**src/logic/bmc_pkg.sv**
```systemverilog
// Constants and carrier types for the converter mode-control block.
// Assumes the I2C slave presents decoded register writes and reads.
package bmc_pkg;
    // ------------------------------------------------------------
    // Register map
    // ------------------------------------------------------------
    localparam logic [7:0] MODE_CTRL_OFFSET = 8'h03;
    localparam logic [7:0] VOUT_SEL_OFFSET = 8'h04;
    localparam logic [7:0] LIMIT_OFFSET_LO = 8'h05;
    localparam logic [7:0] LIMIT_OFFSET_HI = 8'h08;
    localparam logic [7:0] MODE_CTRL_RESET = 8'h1f;
    localparam logic [7:0] VOUT_RESET = 8'hAF;
    localparam logic [7:0] LIMIT_RESET = 8'h00;
    localparam int BIT_CONV_ON = 7;
    localparam int BIT_FORCE_PWM = 6;
    localparam int BIT_LIMIT_FREEZE = 5;
    localparam int BIT_SS_WATCH = 4;
    localparam int BIT_RAMP_ON = 3;
    localparam int RAMP_RATE_MSB = 2;

    // ------------------------------------------------------------
    // Timing
    // ------------------------------------------------------------
    localparam int CLK_MHZ = 125;
    localparam int SS_TIMEOUT_US = 2000;
    localparam int SS_TIMEOUT_CYCLES = SS_TIMEOUT_US * CLK_MHZ;
    // Output step per VOUT code, in microvolts
    localparam int VOUT_STEP_UV = 10000;

    // Register write strobe with address and data
    typedef struct packed {
        logic we;
        logic [7:0] addr;
        logic [7:0] data;
    } bmc_wr_type;

    // Settings presented to the converter core
    typedef struct packed {
        logic conv_on;
        logic force_pwm;
        logic limit_freeze;
        logic ramp_on;
        logic [2:0] ramp_rate;
    } bmc_core_type;

    // Soft-start watch states; the trip state is named apart from the fault port
    typedef enum logic [1:0] {SS_IDLE, SS_WAIT, SS_GOOD, SS_TRIPPED} bmc_ss_type;
endpackage

```
**src/logic/bmc_mode_control.sv**
```systemverilog
// Mode-control register logic of a step-down converter.
// Assumes the I2C slave drives writes and read addresses on MCLK.
//
// How it works
// - Converter runs while converter_on is 1 and no soft-start fault has tripped, shut down while 0.
// - force bit 0 lets load pick PFM or PWM; 1 forces PWM.
// - limit_freeze 1 locks floor, ceiling voltage and current limits.
// - softstart_watch 1 starts a 2 ms timer on enable; fault if unregulated.
// - softstart_watch 0 never declares a timeout fault.
// - voltage_ramp_on 1 ramps the target at the rate in bits 2:0.
// - voltage_ramp_on 0 means no dynamic voltage scaling.
// - Rate codes 000..111 map to 0.5 up to 10 mV/us.
`timescale 1ns/10ps
module bmc_mode_control #(
    parameter int SS_CYCLES = bmc_pkg::SS_TIMEOUT_CYCLES
) (
    // Clock and reset
    input wire logic MCLK,
    input wire logic SYS_RST,
    // Register access from the I2C slave
    input wire bmc_pkg::bmc_wr_type REG_WR,
    input wire logic [7:0] REG_RD_ADDR,
    output logic [7:0] REG_RD_DATA,
    // Converter core status (analogue, asynchronous)
    input wire logic IN_REGULATION,
    input wire logic LOAD_HEAVY,
    // Converter core controls
    output bmc_pkg::bmc_core_type CORE_CTRL,
    output logic CONV_RUN,
    output logic PWM_SELECT,
    output logic SS_FAULT,
    output logic [7:0] VOUT_TARGET,
    output logic [7:0] FLOOR_LIMIT,
    output logic [7:0] CEIL_LIMIT,
    output logic [7:0] PFM_ILIMIT,
    output logic [7:0] PWM_ILIMIT
);
    import bmc_pkg::*;

    // ------------------------------------------------------------
    // Functions
    // ------------------------------------------------------------
    // Cycles per 10 mV code step for each rate code
    function automatic logic [15:0] step_cycles(input logic [2:0] rate);
        int uv_per_us10;
        uv_per_us10 = 5;
        case (rate)
            3'd0: uv_per_us10 = 5;
            3'd1: uv_per_us10 = 10;
            3'd2: uv_per_us10 = 15;
            3'd3: uv_per_us10 = 20;
            3'd4: uv_per_us10 = 25;
            3'd5: uv_per_us10 = 35;
            3'd6: uv_per_us10 = 50;
            default: uv_per_us10 = 100;
        endcase
        // step_uV / (rate mV/us) in us, times MHz
        step_cycles = 16'((VOUT_STEP_UV / 100 * CLK_MHZ) / uv_per_us10);
    endfunction

    function automatic logic wr_hit(input bmc_wr_type w, input logic [7:0] a);
        wr_hit = w.we && (w.addr == a);
    endfunction

    // ------------------------------------------------------------
    // Input synchronisers
    // ------------------------------------------------------------
    logic [1:0] reg_sync, load_sync;
    always_ff @(posedge MCLK or posedge SYS_RST) begin
        if (SYS_RST) begin
            reg_sync <= 2'b00;
            load_sync <= 2'b00;
        end else begin
            reg_sync <= {reg_sync[0], IN_REGULATION};
            load_sync <= {load_sync[0], LOAD_HEAVY};
        end
    end
    wire in_reg = reg_sync[1];
    wire heavy = load_sync[1];

    // ------------------------------------------------------------
    // Registers
    // ------------------------------------------------------------
    logic [7:0] mode, vsel;
    logic [7:0] limits [4];
    logic [7:0] next_mode, next_vsel;
    logic [7:0] next_limits [4];
    always_comb begin
        next_mode = mode;
        next_vsel = vsel;
        for (int i = 0; i < 4; i++) begin
            next_limits[i] = limits[i];
            // Locked limits ignore host writes until reset
            if (!mode[BIT_LIMIT_FREEZE] &&
                wr_hit(REG_WR, 8'(LIMIT_OFFSET_LO + 8'(i)))) begin
                next_limits[i] = REG_WR.data;
            end
        end
        if (wr_hit(REG_WR, MODE_CTRL_OFFSET)) begin
            next_mode = REG_WR.data;
            // Freeze is sticky until reset
            if (mode[BIT_LIMIT_FREEZE])
                next_mode[BIT_LIMIT_FREEZE] = 1'b1;
        end
        if (wr_hit(REG_WR, VOUT_SEL_OFFSET))
            next_vsel = REG_WR.data;
    end
    always_ff @(posedge MCLK or posedge SYS_RST) begin
        if (SYS_RST) begin
            mode <= MODE_CTRL_RESET;
            vsel <= VOUT_RESET;
            for (int i = 0; i < 4; i++)
                limits[i] <= LIMIT_RESET;
        end else begin
            mode <= next_mode;
            vsel <= next_vsel;
            limits <= next_limits;
        end
    end

    // ------------------------------------------------------------
    // Soft-start watchdog
    // ------------------------------------------------------------
    bmc_ss_type ss_state, next_ss_state;
    logic [31:0] ss_cnt, next_ss_cnt;
    always_comb begin
        next_ss_state = ss_state;
        next_ss_cnt = ss_cnt;
        if (!mode[BIT_CONV_ON]) begin
            next_ss_state = SS_IDLE;
            next_ss_cnt = '0;
        end else begin
            case (ss_state)
                SS_IDLE: begin
                    next_ss_cnt = '0;
                    next_ss_state = SS_WAIT;
                end
                SS_WAIT: begin
                    if (in_reg) begin
                        next_ss_state = SS_GOOD;
                    end else if (mode[BIT_SS_WATCH] &&
                                 ss_cnt >= 32'(SS_CYCLES - 1)) begin
                        next_ss_state = SS_TRIPPED;
                    end else if (mode[BIT_SS_WATCH]) begin
                        next_ss_cnt = ss_cnt + 32'd1;
                    end
                    // Watch off: keep trying forever, no fault
                end
                SS_GOOD: next_ss_state = SS_GOOD;
                SS_TRIPPED: next_ss_state = SS_TRIPPED;
                default: next_ss_state = SS_IDLE;
            endcase
        end
    end
    always_ff @(posedge MCLK or posedge SYS_RST) begin
        if (SYS_RST) begin
            ss_state <= SS_IDLE;
            ss_cnt <= '0;
        end else begin
            ss_state <= next_ss_state;
            ss_cnt <= next_ss_cnt;
        end
    end

    // ------------------------------------------------------------
    // Voltage ramp
    // ------------------------------------------------------------
    logic [7:0] target, next_target;
    logic [15:0] pace, next_pace;
    always_comb begin
        next_target = target;
        next_pace = pace;
        if (!mode[BIT_RAMP_ON]) begin
            next_target = vsel;
            next_pace = '0;
        end else if (target != vsel) begin
            if (pace >= step_cycles(mode[RAMP_RATE_MSB:0]) - 16'd1) begin
                next_pace = '0;
                next_target = (target < vsel) ? target + 8'd1 : target - 8'd1;
            end else begin
                next_pace = pace + 16'd1;
            end
        end else begin
            next_pace = '0;
        end
    end
    always_ff @(posedge MCLK or posedge SYS_RST) begin
        if (SYS_RST) begin
            target <= VOUT_RESET;
            pace <= '0;
        end else begin
            target <= next_target;
            pace <= next_pace;
        end
    end

    // ------------------------------------------------------------
    // Registered outputs
    // ------------------------------------------------------------
    logic [7:0] next_rd;
    always_comb begin
        next_rd = 8'h00;
        if (REG_RD_ADDR == MODE_CTRL_OFFSET)
            next_rd = mode;
        else if (REG_RD_ADDR == VOUT_SEL_OFFSET)
            next_rd = vsel;
        else if (REG_RD_ADDR >= LIMIT_OFFSET_LO && REG_RD_ADDR <= LIMIT_OFFSET_HI)
            next_rd = limits[2'(REG_RD_ADDR - LIMIT_OFFSET_LO)];
    end
    always_ff @(posedge MCLK or posedge SYS_RST) begin
        if (SYS_RST) begin
            REG_RD_DATA <= 8'h00;
            CORE_CTRL <= '0;
            CONV_RUN <= 1'b0;
            PWM_SELECT <= 1'b0;
            SS_FAULT <= 1'b0;
            VOUT_TARGET <= VOUT_RESET;
            FLOOR_LIMIT <= LIMIT_RESET;
            CEIL_LIMIT <= LIMIT_RESET;
            PFM_ILIMIT <= LIMIT_RESET;
            PWM_ILIMIT <= LIMIT_RESET;
        end else begin
            REG_RD_DATA <= next_rd;
            CORE_CTRL <= '{mode[BIT_CONV_ON], mode[BIT_FORCE_PWM], mode[BIT_LIMIT_FREEZE],
                           mode[BIT_RAMP_ON], mode[RAMP_RATE_MSB:0]};
            CONV_RUN <= mode[BIT_CONV_ON] && ss_state != SS_TRIPPED;
            PWM_SELECT <= mode[BIT_FORCE_PWM] || heavy;
            SS_FAULT <= ss_state == SS_TRIPPED;
            VOUT_TARGET <= target;
            FLOOR_LIMIT <= limits[0];
            CEIL_LIMIT <= limits[1];
            PFM_ILIMIT <= limits[2];
            PWM_ILIMIT <= limits[3];
        end
    end
endmodule

```
**config.mk**
```make
export PLATFORM = sky130hd
export DESIGN_NAME = bmc_mode_control
export DESIGN_NICKNAME = d
export VERILOG_FILES = /design/src/logic/bmc_pkg.sv /design/src/logic/bmc_mode_control.sv
export SDC_FILE = /design/constraint.sdc
export NUM_CORES = 1
export LEC_CHECK = 0
export BUFFER_PORTS_ARGS = -buffer_cell sky130_fd_sc_hd__buf_2
export CAP_MARGIN = 0
export CORE_AREA = 2 2 270 272
export CTS_CLUSTER_DIAMETER = 40
export DETAILED_ROUTE_END_ITERATION = 8
export DIE_AREA = 0 0 272 274
export GPL_TIMING_DRIVEN = 0
export PLACE_DENSITY = 0.48
export SETUP_SLACK_MARGIN = 0.05
export SLEW_MARGIN = 20
export SYNTH_ARGS = -nofsm -noshare
export SYNTH_HDL_FRONTEND = slang
export SYNTH_SLANG_ARGS = --single-unit
export TNS_END_PERCENT = 1
```
**constraint.sdc**
```tcl
create_clock -name MCLK -period 24.5 [get_ports MCLK]
set_input_delay 2.45 -clock MCLK [delete_from_list [all_inputs] [get_ports MCLK]]
set_output_delay 2.45 -clock MCLK [all_outputs]
set_load 0.02 [all_outputs]
```
Word level (Yosys, flattened, before mapping)
Cells that the tools add are included.
W data, S select, Z words.
{"block": "totals", "ff_bits": 168, "input_bits": 29, "output_inout_bits": 58, "wordCells": 111}
{"block": "op_classes", "addsub": 6, "n_div": 1, "magnitude_cmp": 6, "eq_ne": 26, "muxes": 26, "bitwise_logic": 1, "n_reduce_logical": 19}
{"operator": "$mux W32", "n": 6}
{"operator": "$mux W8", "n": 9}
{"operator": "$pmux W32 S2", "n": 1}
{"operator": "$pmux W7 S7", "n": 1}
{"operator": "$mux W16", "n": 3}
{"operator": "$eq A8 B3 Y1 const B", "n": 5}
{"operator": "$add A32 B1 Y32 const B", "n": 1}
{"operator": "$div A15 B32 Y32 const A", "n": 1}
{"operator": "$ge A32 B18 Y1 const B", "n": 1}
{"operator": "$add A16 B1 Y16 const B", "n": 1}
{"operator": "$bmux W8 S2", "n": 1}
{"operator": "$eq A8 B2 Y1 const B", "n": 2}
{"operator": "$ge A16 B16 Y1", "n": 1}
{"operator": "$sub A16 B1 Y16 const B", "n": 1}
{"operator": "$logic_and A1 B1 Y1", "n": 13}
{"operator": "$eq A3 B3 Y1 const B", "n": 3}
{"operator": "$ne A3 B3 Y1 const B", "n": 3}
{"operator": "$add A8 B1 Y8 const B", "n": 1}
{"operator": "$eq A8 B4 Y1 const B", "n": 1}
{"operator": "$ge A8 B3 Y1 const B", "n": 1}
{"operator": "$le A8 B4 Y1 const B", "n": 1}
{"operator": "$lt A8 B8 Y1", "n": 1}
{"operator": "$ne A8 B8 Y1", "n": 1}
{"operator": "$pmux W2 S4", "n": 1}
{"operator": "20 further kinds", "n": 25}

Logic depth before layout (Yosys ltp)
{"block": "logic_depth", "word_depth": 10, "ltp_mapped": 258}

Least setup slack after synthesis
OpenSTA, ideal clock, no wires.
{"block": "synth_timing", "path_type": "flip-flop to flip-flop", "from": "register mode[0]", "to": "register target[7]", "arrival_time_ns": 20.750, "required_ns": 24.407, "setup_slack_ns": 3.657, "path_stages_with_launch": 112, "period_less_slack_ns": 20.843, "path_cell_list": "dfstp_2 buf_6 buf_8 nor2_1 nor2_1 o21a_1 ha_1 and3_1 o32a_2 nand3_1 a21boi_4 and3_2 clkbuf_1 nor2_1 inv_1 ha_1 o21ai_0 nand2b_1 [76 not listed] a21o_1 a21oi_1 nor2b_1 o21ai_0 nand2b_1 a21oi_1 nor2b_1 o21ai_0 nand2b_1 a21oi_1 nor2b_1 o21ai_0 nand2b_1 a211oi_1 nor2_1 nand2_1 xor2_1 a21oi_1"}
{"block": "synth_via", "elab_chain_cells": 9, "elab_cells_between_ends": 15, "classes_between": "add/sub (1); div (1); order compare (1); eq/ne (7); mux (3); reduce/logical (2)"}
{"element": "start: declaration", "line_no": "bmc_mode_control.sv:84", "text": "logic [7:0] mode, vsel;"}
{"element": "start signal: assignment", "line_no": "bmc_mode_control.sv:115", "text": "mode <= next_mode;"}
{"element": "$eq A3 B3 Y1 (tied with other cells)", "line_no": "bmc_mode_control.sv:47", "text": "case (rate)"}
{"element": "$pmux W7 S7 (*)", "line_no": "bmc_mode_control.sv:47"}
{"element": "$mux W32 (*)", "line_no": "bmc_mode_control.sv:176", "text": "end else if (target != vsel) begin"}
{"element": "$mux W32 (*)", "line_no": "bmc_mode_control.sv:173", "text": "if (!mode[BIT_RAMP_ON]) begin"}
{"element": "$div A15 B32 Y32 (*)", "line_no": "bmc_mode_control.sv:58", "text": "step_cycles = 16'((VOUT_STEP_UV / 100 * CLK_MHZ) / uv_per_us10);"}
{"element": "$sub A16 B1 Y16 (*)", "line_no": "bmc_mode_control.sv:177", "text": "if (pace >= step_cycles(mode[RAMP_RATE_MSB:0]) - 16'd1) begin"}
{"element": "$ge A16 B16 Y1 (*)", "line_no": "bmc_mode_control.sv:177"}
{"element": "$ne A2 B1 Y1 (no line) (*)"}
{"element": "$reduce_and A2 Y1 (no line) (*)"}
{"element": "end signal: assignment", "line_no": "bmc_mode_control.sv:192", "text": "target <= next_target;"}
{"element": "end: declaration", "line_no": "bmc_mode_control.sv:168", "text": "logic [7:0] target, next_target;"}
Mark *: on every way between the ends. The rest lies on a longest branch, timed or not. The select of a mux whose other input is x is not followed.
A chain may end at the register's enable or synchronous reset.

Worst setup path after layout
{"block": "layout_timing", "from": "register mode[1]", "to": "register pace[10]"}
{"block": "layout_via", "elab_chain_cells": 10, "elab_cells_between_ends": 16, "classes_between": "add/sub (1); div (1); order compare (1); eq/ne (6); mux (6); reduce/logical (1)"}
{"element": "$eq A3 B3 Y1 (tied with other cells)", "line_no": "bmc_mode_control.sv:47"}
{"element": "$pmux W7 S7 (*)", "line_no": "bmc_mode_control.sv:47"}
{"element": "$mux W32 (*)", "line_no": "bmc_mode_control.sv:176"}
{"element": "$mux W32 (*)", "line_no": "bmc_mode_control.sv:173"}
{"element": "$div A15 B32 Y32 (*)", "line_no": "bmc_mode_control.sv:58"}
{"element": "$sub A16 B1 Y16 (*)", "line_no": "bmc_mode_control.sv:177"}
{"element": "$ge A16 B16 Y1 (*)", "line_no": "bmc_mode_control.sv:177"}
{"element": "$mux W16 (*)", "line_no": "bmc_mode_control.sv:177"}
{"element": "$mux W16 (*)", "line_no": "bmc_mode_control.sv:176"}
{"element": "$mux W16 (*)", "line_no": "bmc_mode_control.sv:173"}
{"element": "via next_pace[10]", "line_no": "bmc_mode_control.sv:169", "text": "logic [15:0] pace, next_pace;"}
{"element": "end signal: assignment", "line_no": "bmc_mode_control.sv:193", "text": "pace <= next_pace;"}
{"element": "end: declaration", "line_no": "bmc_mode_control.sv:169"}
Mark *: on every way through the listed nets, which the timed path passes. The rest lies on a longest branch. The select of a mux whose other input is x is not followed.

==> results.tsv <==
metric	value	unit
diodes	0	
drive_gt1_frac	0.213	
arrival	23.25	ns
fmax	0.0437	GHz
start_util	0.296	
drtIter0Drc	1551	
path_max_fanout	18	
yosys.area.top_type_share	0.170	
path_clk_slew	0.07	ns
wl_per_cell	19.9	um
ys.flop_type	dfrtp_1	
ys_seq_area_frac	0.199	
tritoncts	yes	
area_delta_synth_final	12.3	%
cpMostUsedCell	ha_1	
critical_path.slowest_cell	dfstp_2	
grt.total_usage	0.190	
routed_via_density	5.65	
cts_max_path_buffers	2	
min_period	22.88	ns
max_stage_delay	0.63	ns
first_global_vias	20205	
regToRegEndpoint	pace[10]	
worstHoldPathType	flip-flop to flip-flop	
synth-edff-count	0	
die_h	274	um
synth_area_leaders	dfrtp_1, ha_1, a21oi_1, nor2_1, o21ai_0	
nNetsFinal	2871	
fp-row-count	99	
path_class	flip-flop to flip-flop	
h-tree-depth	4	
syn-mean-instance-area	8.36	um2
crit_start	mode[1]	
hold_viol	0	
first_pass_iters	6	
grt_antenna_before_repair	1	
detail-route-antenna-nets	0	
clock-sinks	168	
port_buffers	86	
reg2regPathDepth	112	
dp_hpwl	57.0	mm
crit_required	24.86	ns
postLayoutCellArea	23900	um2
dpl-instance-area	23200	um2
max-cap-violations	0	
ys_seq_elements	168	
timing.rr.start	mode[1]	
relSlewSlack	0.259	
final.setup.worst_slack	1.62	ns
routabilityCongestion	0.849	
syn_inst	2550	
synthesis.area	21300	um2
drc	0	
rsz0062_at_grt	no	
clk_latency	0.43	ns
synth_cell_type_count	178	
grt_start_max_net_pins	92	
vias	20623	
slew_violations	0	
grt-ovfl-total	0	
pin_count	87	
fp.dieW	272	um
synth_top_area_cell	dfrtp_1	
min_from	load_sync[0]	
finalSetupTns	0	ns
routed_wl	72.7	mm
core_area	72000	um2
yosys_warnings	0	
cp-end-kind	flip-flop	
outcome	finished clean	
grt_pass1_wl	115	mm
cts_buffers	17	
clock_skew	0.00947	ns
tightestPinTransition	1.11	ns
finalCritPeriodShare	0.934	
crit_end	pace[10]	
setup_viol	0	
cts-root-buf	clkbuf_16	
reg2reg_slack	1.62	ns
cp-start-kind	flip-flop	
die-area	74500	um2
postSynth.asyncResetShare	1.00	
place_ws	-1.30	ns
==> stage by stage <==
step,hold slack [ns],instances,util
6_report,0.349,3650,0.333
5_1_grt,0.361,3650,0.333
4_1_cts,0.353,3639,0.330
3_5_place_dp,0.338,3608,0.322
3_3_place_gp,0.334,3599,0.319
2_1_floorplan,0.331,2554,-
==> cell usage after synthesis, drive strengths merged, types with 23 or more instances <==
cell type	n
nor3	64
a211o	23
inv	100
o21ai	165
or3	27
nor4	29
xnor2	74
nor2b	26
a211oi	29
buf	36
mux2i	49
nand2b	32
nand3	80
o211ai	24
or2	27
o21a	35
nand4	44
dfrtp	145
a21oi	205
xor2	56
o31ai	27
ha	163
clkbuf	41
dfstp	23
and3	45
a31oi	47
mux2	64
nand2	178
nor2	254
a21o	76
and2	35
==> sequential cells by signal, summed over array words and instances, names as in the netlist, 2 cells and up <==
name         flops
target           8
CEIL_LIMIT       8
CORE_CTRL        7
limits          32
ss_cnt          32
pace            16
reg_sync         2
load_sync        2
PFM_ILIMIT       8
mode             8
PWM_ILIMIT       8
ss_state         2
VOUT_TARGET      8
REG_RD_DATA      8
FLOOR_LIMIT      8
vsel             8
==> placed cells by master (no fill, tap or decap), types with 32 or more instances in the layout <==
cell	n
nor2_1	241
a21oi_1	189
nand2_1	172
ha_1	163
dfrtp_1	145
o21ai_0	143
inv_1	94
buf_2	90
nand3_1	73
xnor2_1	72
a21o_1	59
mux2_2	58
xor2_1	54
nor3_1	49
a31oi_1	44
mux2i_1	43
nand4_1	42
and3_1	35
nand2b_1	32
==> critical path, delay by kind of cell, from the launching register on <==
| kind | cells | cell delay, ns |
|---|---|---|
| AOI/OAI and AO/OA | 37 | 7.53 |
| xor gates and xnor gates | 5 | 0.95 |
| adders and majority gates | 12 | 3.64 |
| buffers and inverters | 16 | 2.74 |
| DFF | 1 | 0.63 |
| muxes | 4 | 1.01 |
| and+or+nand+nor | 38 | 6.22 |
==> worst min-delay path by stage <==
stage / end / slack [ns] / depth (start not counted)
after floorplan: load_sync[1] / 0.33 / 0
after global placement: reg_sync[1] / 0.33 / 0
after detailed placement: load_sync[1] / 0.34 / 0
after CTS: load_sync[1] / 0.35 / 0
after global routing: reg_sync[1] / 0.36 / 0
final: load_sync[1] / 0.35 / 0
==> cell families (layout without fill, tap and decap cells) <==
logic type	Yosys count	after routing	share of synthesized area
and+or+nand+nor	941	941	0.247
xor gates and xnor gates	130	130	0.0541
buffers and inverters	178	315	0.0450
DFF	168	168	0.199
AOI/OAI and AO/OA	847	847	0.291
other	1	5	0.000176
adders and majority gates	164	164	0.0966
muxes	121	121	0.0677
==> routing by layer <==
metal	up-vias	track usage	part of all wire
met1	10029	0.261	0.47
met3	91	0.0181	0.043
met5	-	0	0
met2	557	0.319	0.46
li1	9946	-	-
met4	0	0.0509	0.025
==> timing repair <==
item                                    4_1_cts  5_1_grt
pin swaps                                     0        8
setup buffers                                 0       14
hold buffers                                  0        0
endpoints found under the setup margin       21       21
resized for setup                            11       21
==> cell type report <==
cell class | instances | area, um2
Fill cell | 7534 | 48000
Multi-Input combinational cell | 2208 | 16300
Sequential cell | 168 | 4230
Tap cell | 959 | 1200
Timing Repair Buffer | 109 | 708
Buffer | 74 | 568
Clock buffer | 23 | 478
Inverter | 100 | 394
Clock inverter | 9 | 90.1
Power is not shown: default switching activity piles up to over one toggle a cycle in this logic, so the estimate is an artifact.
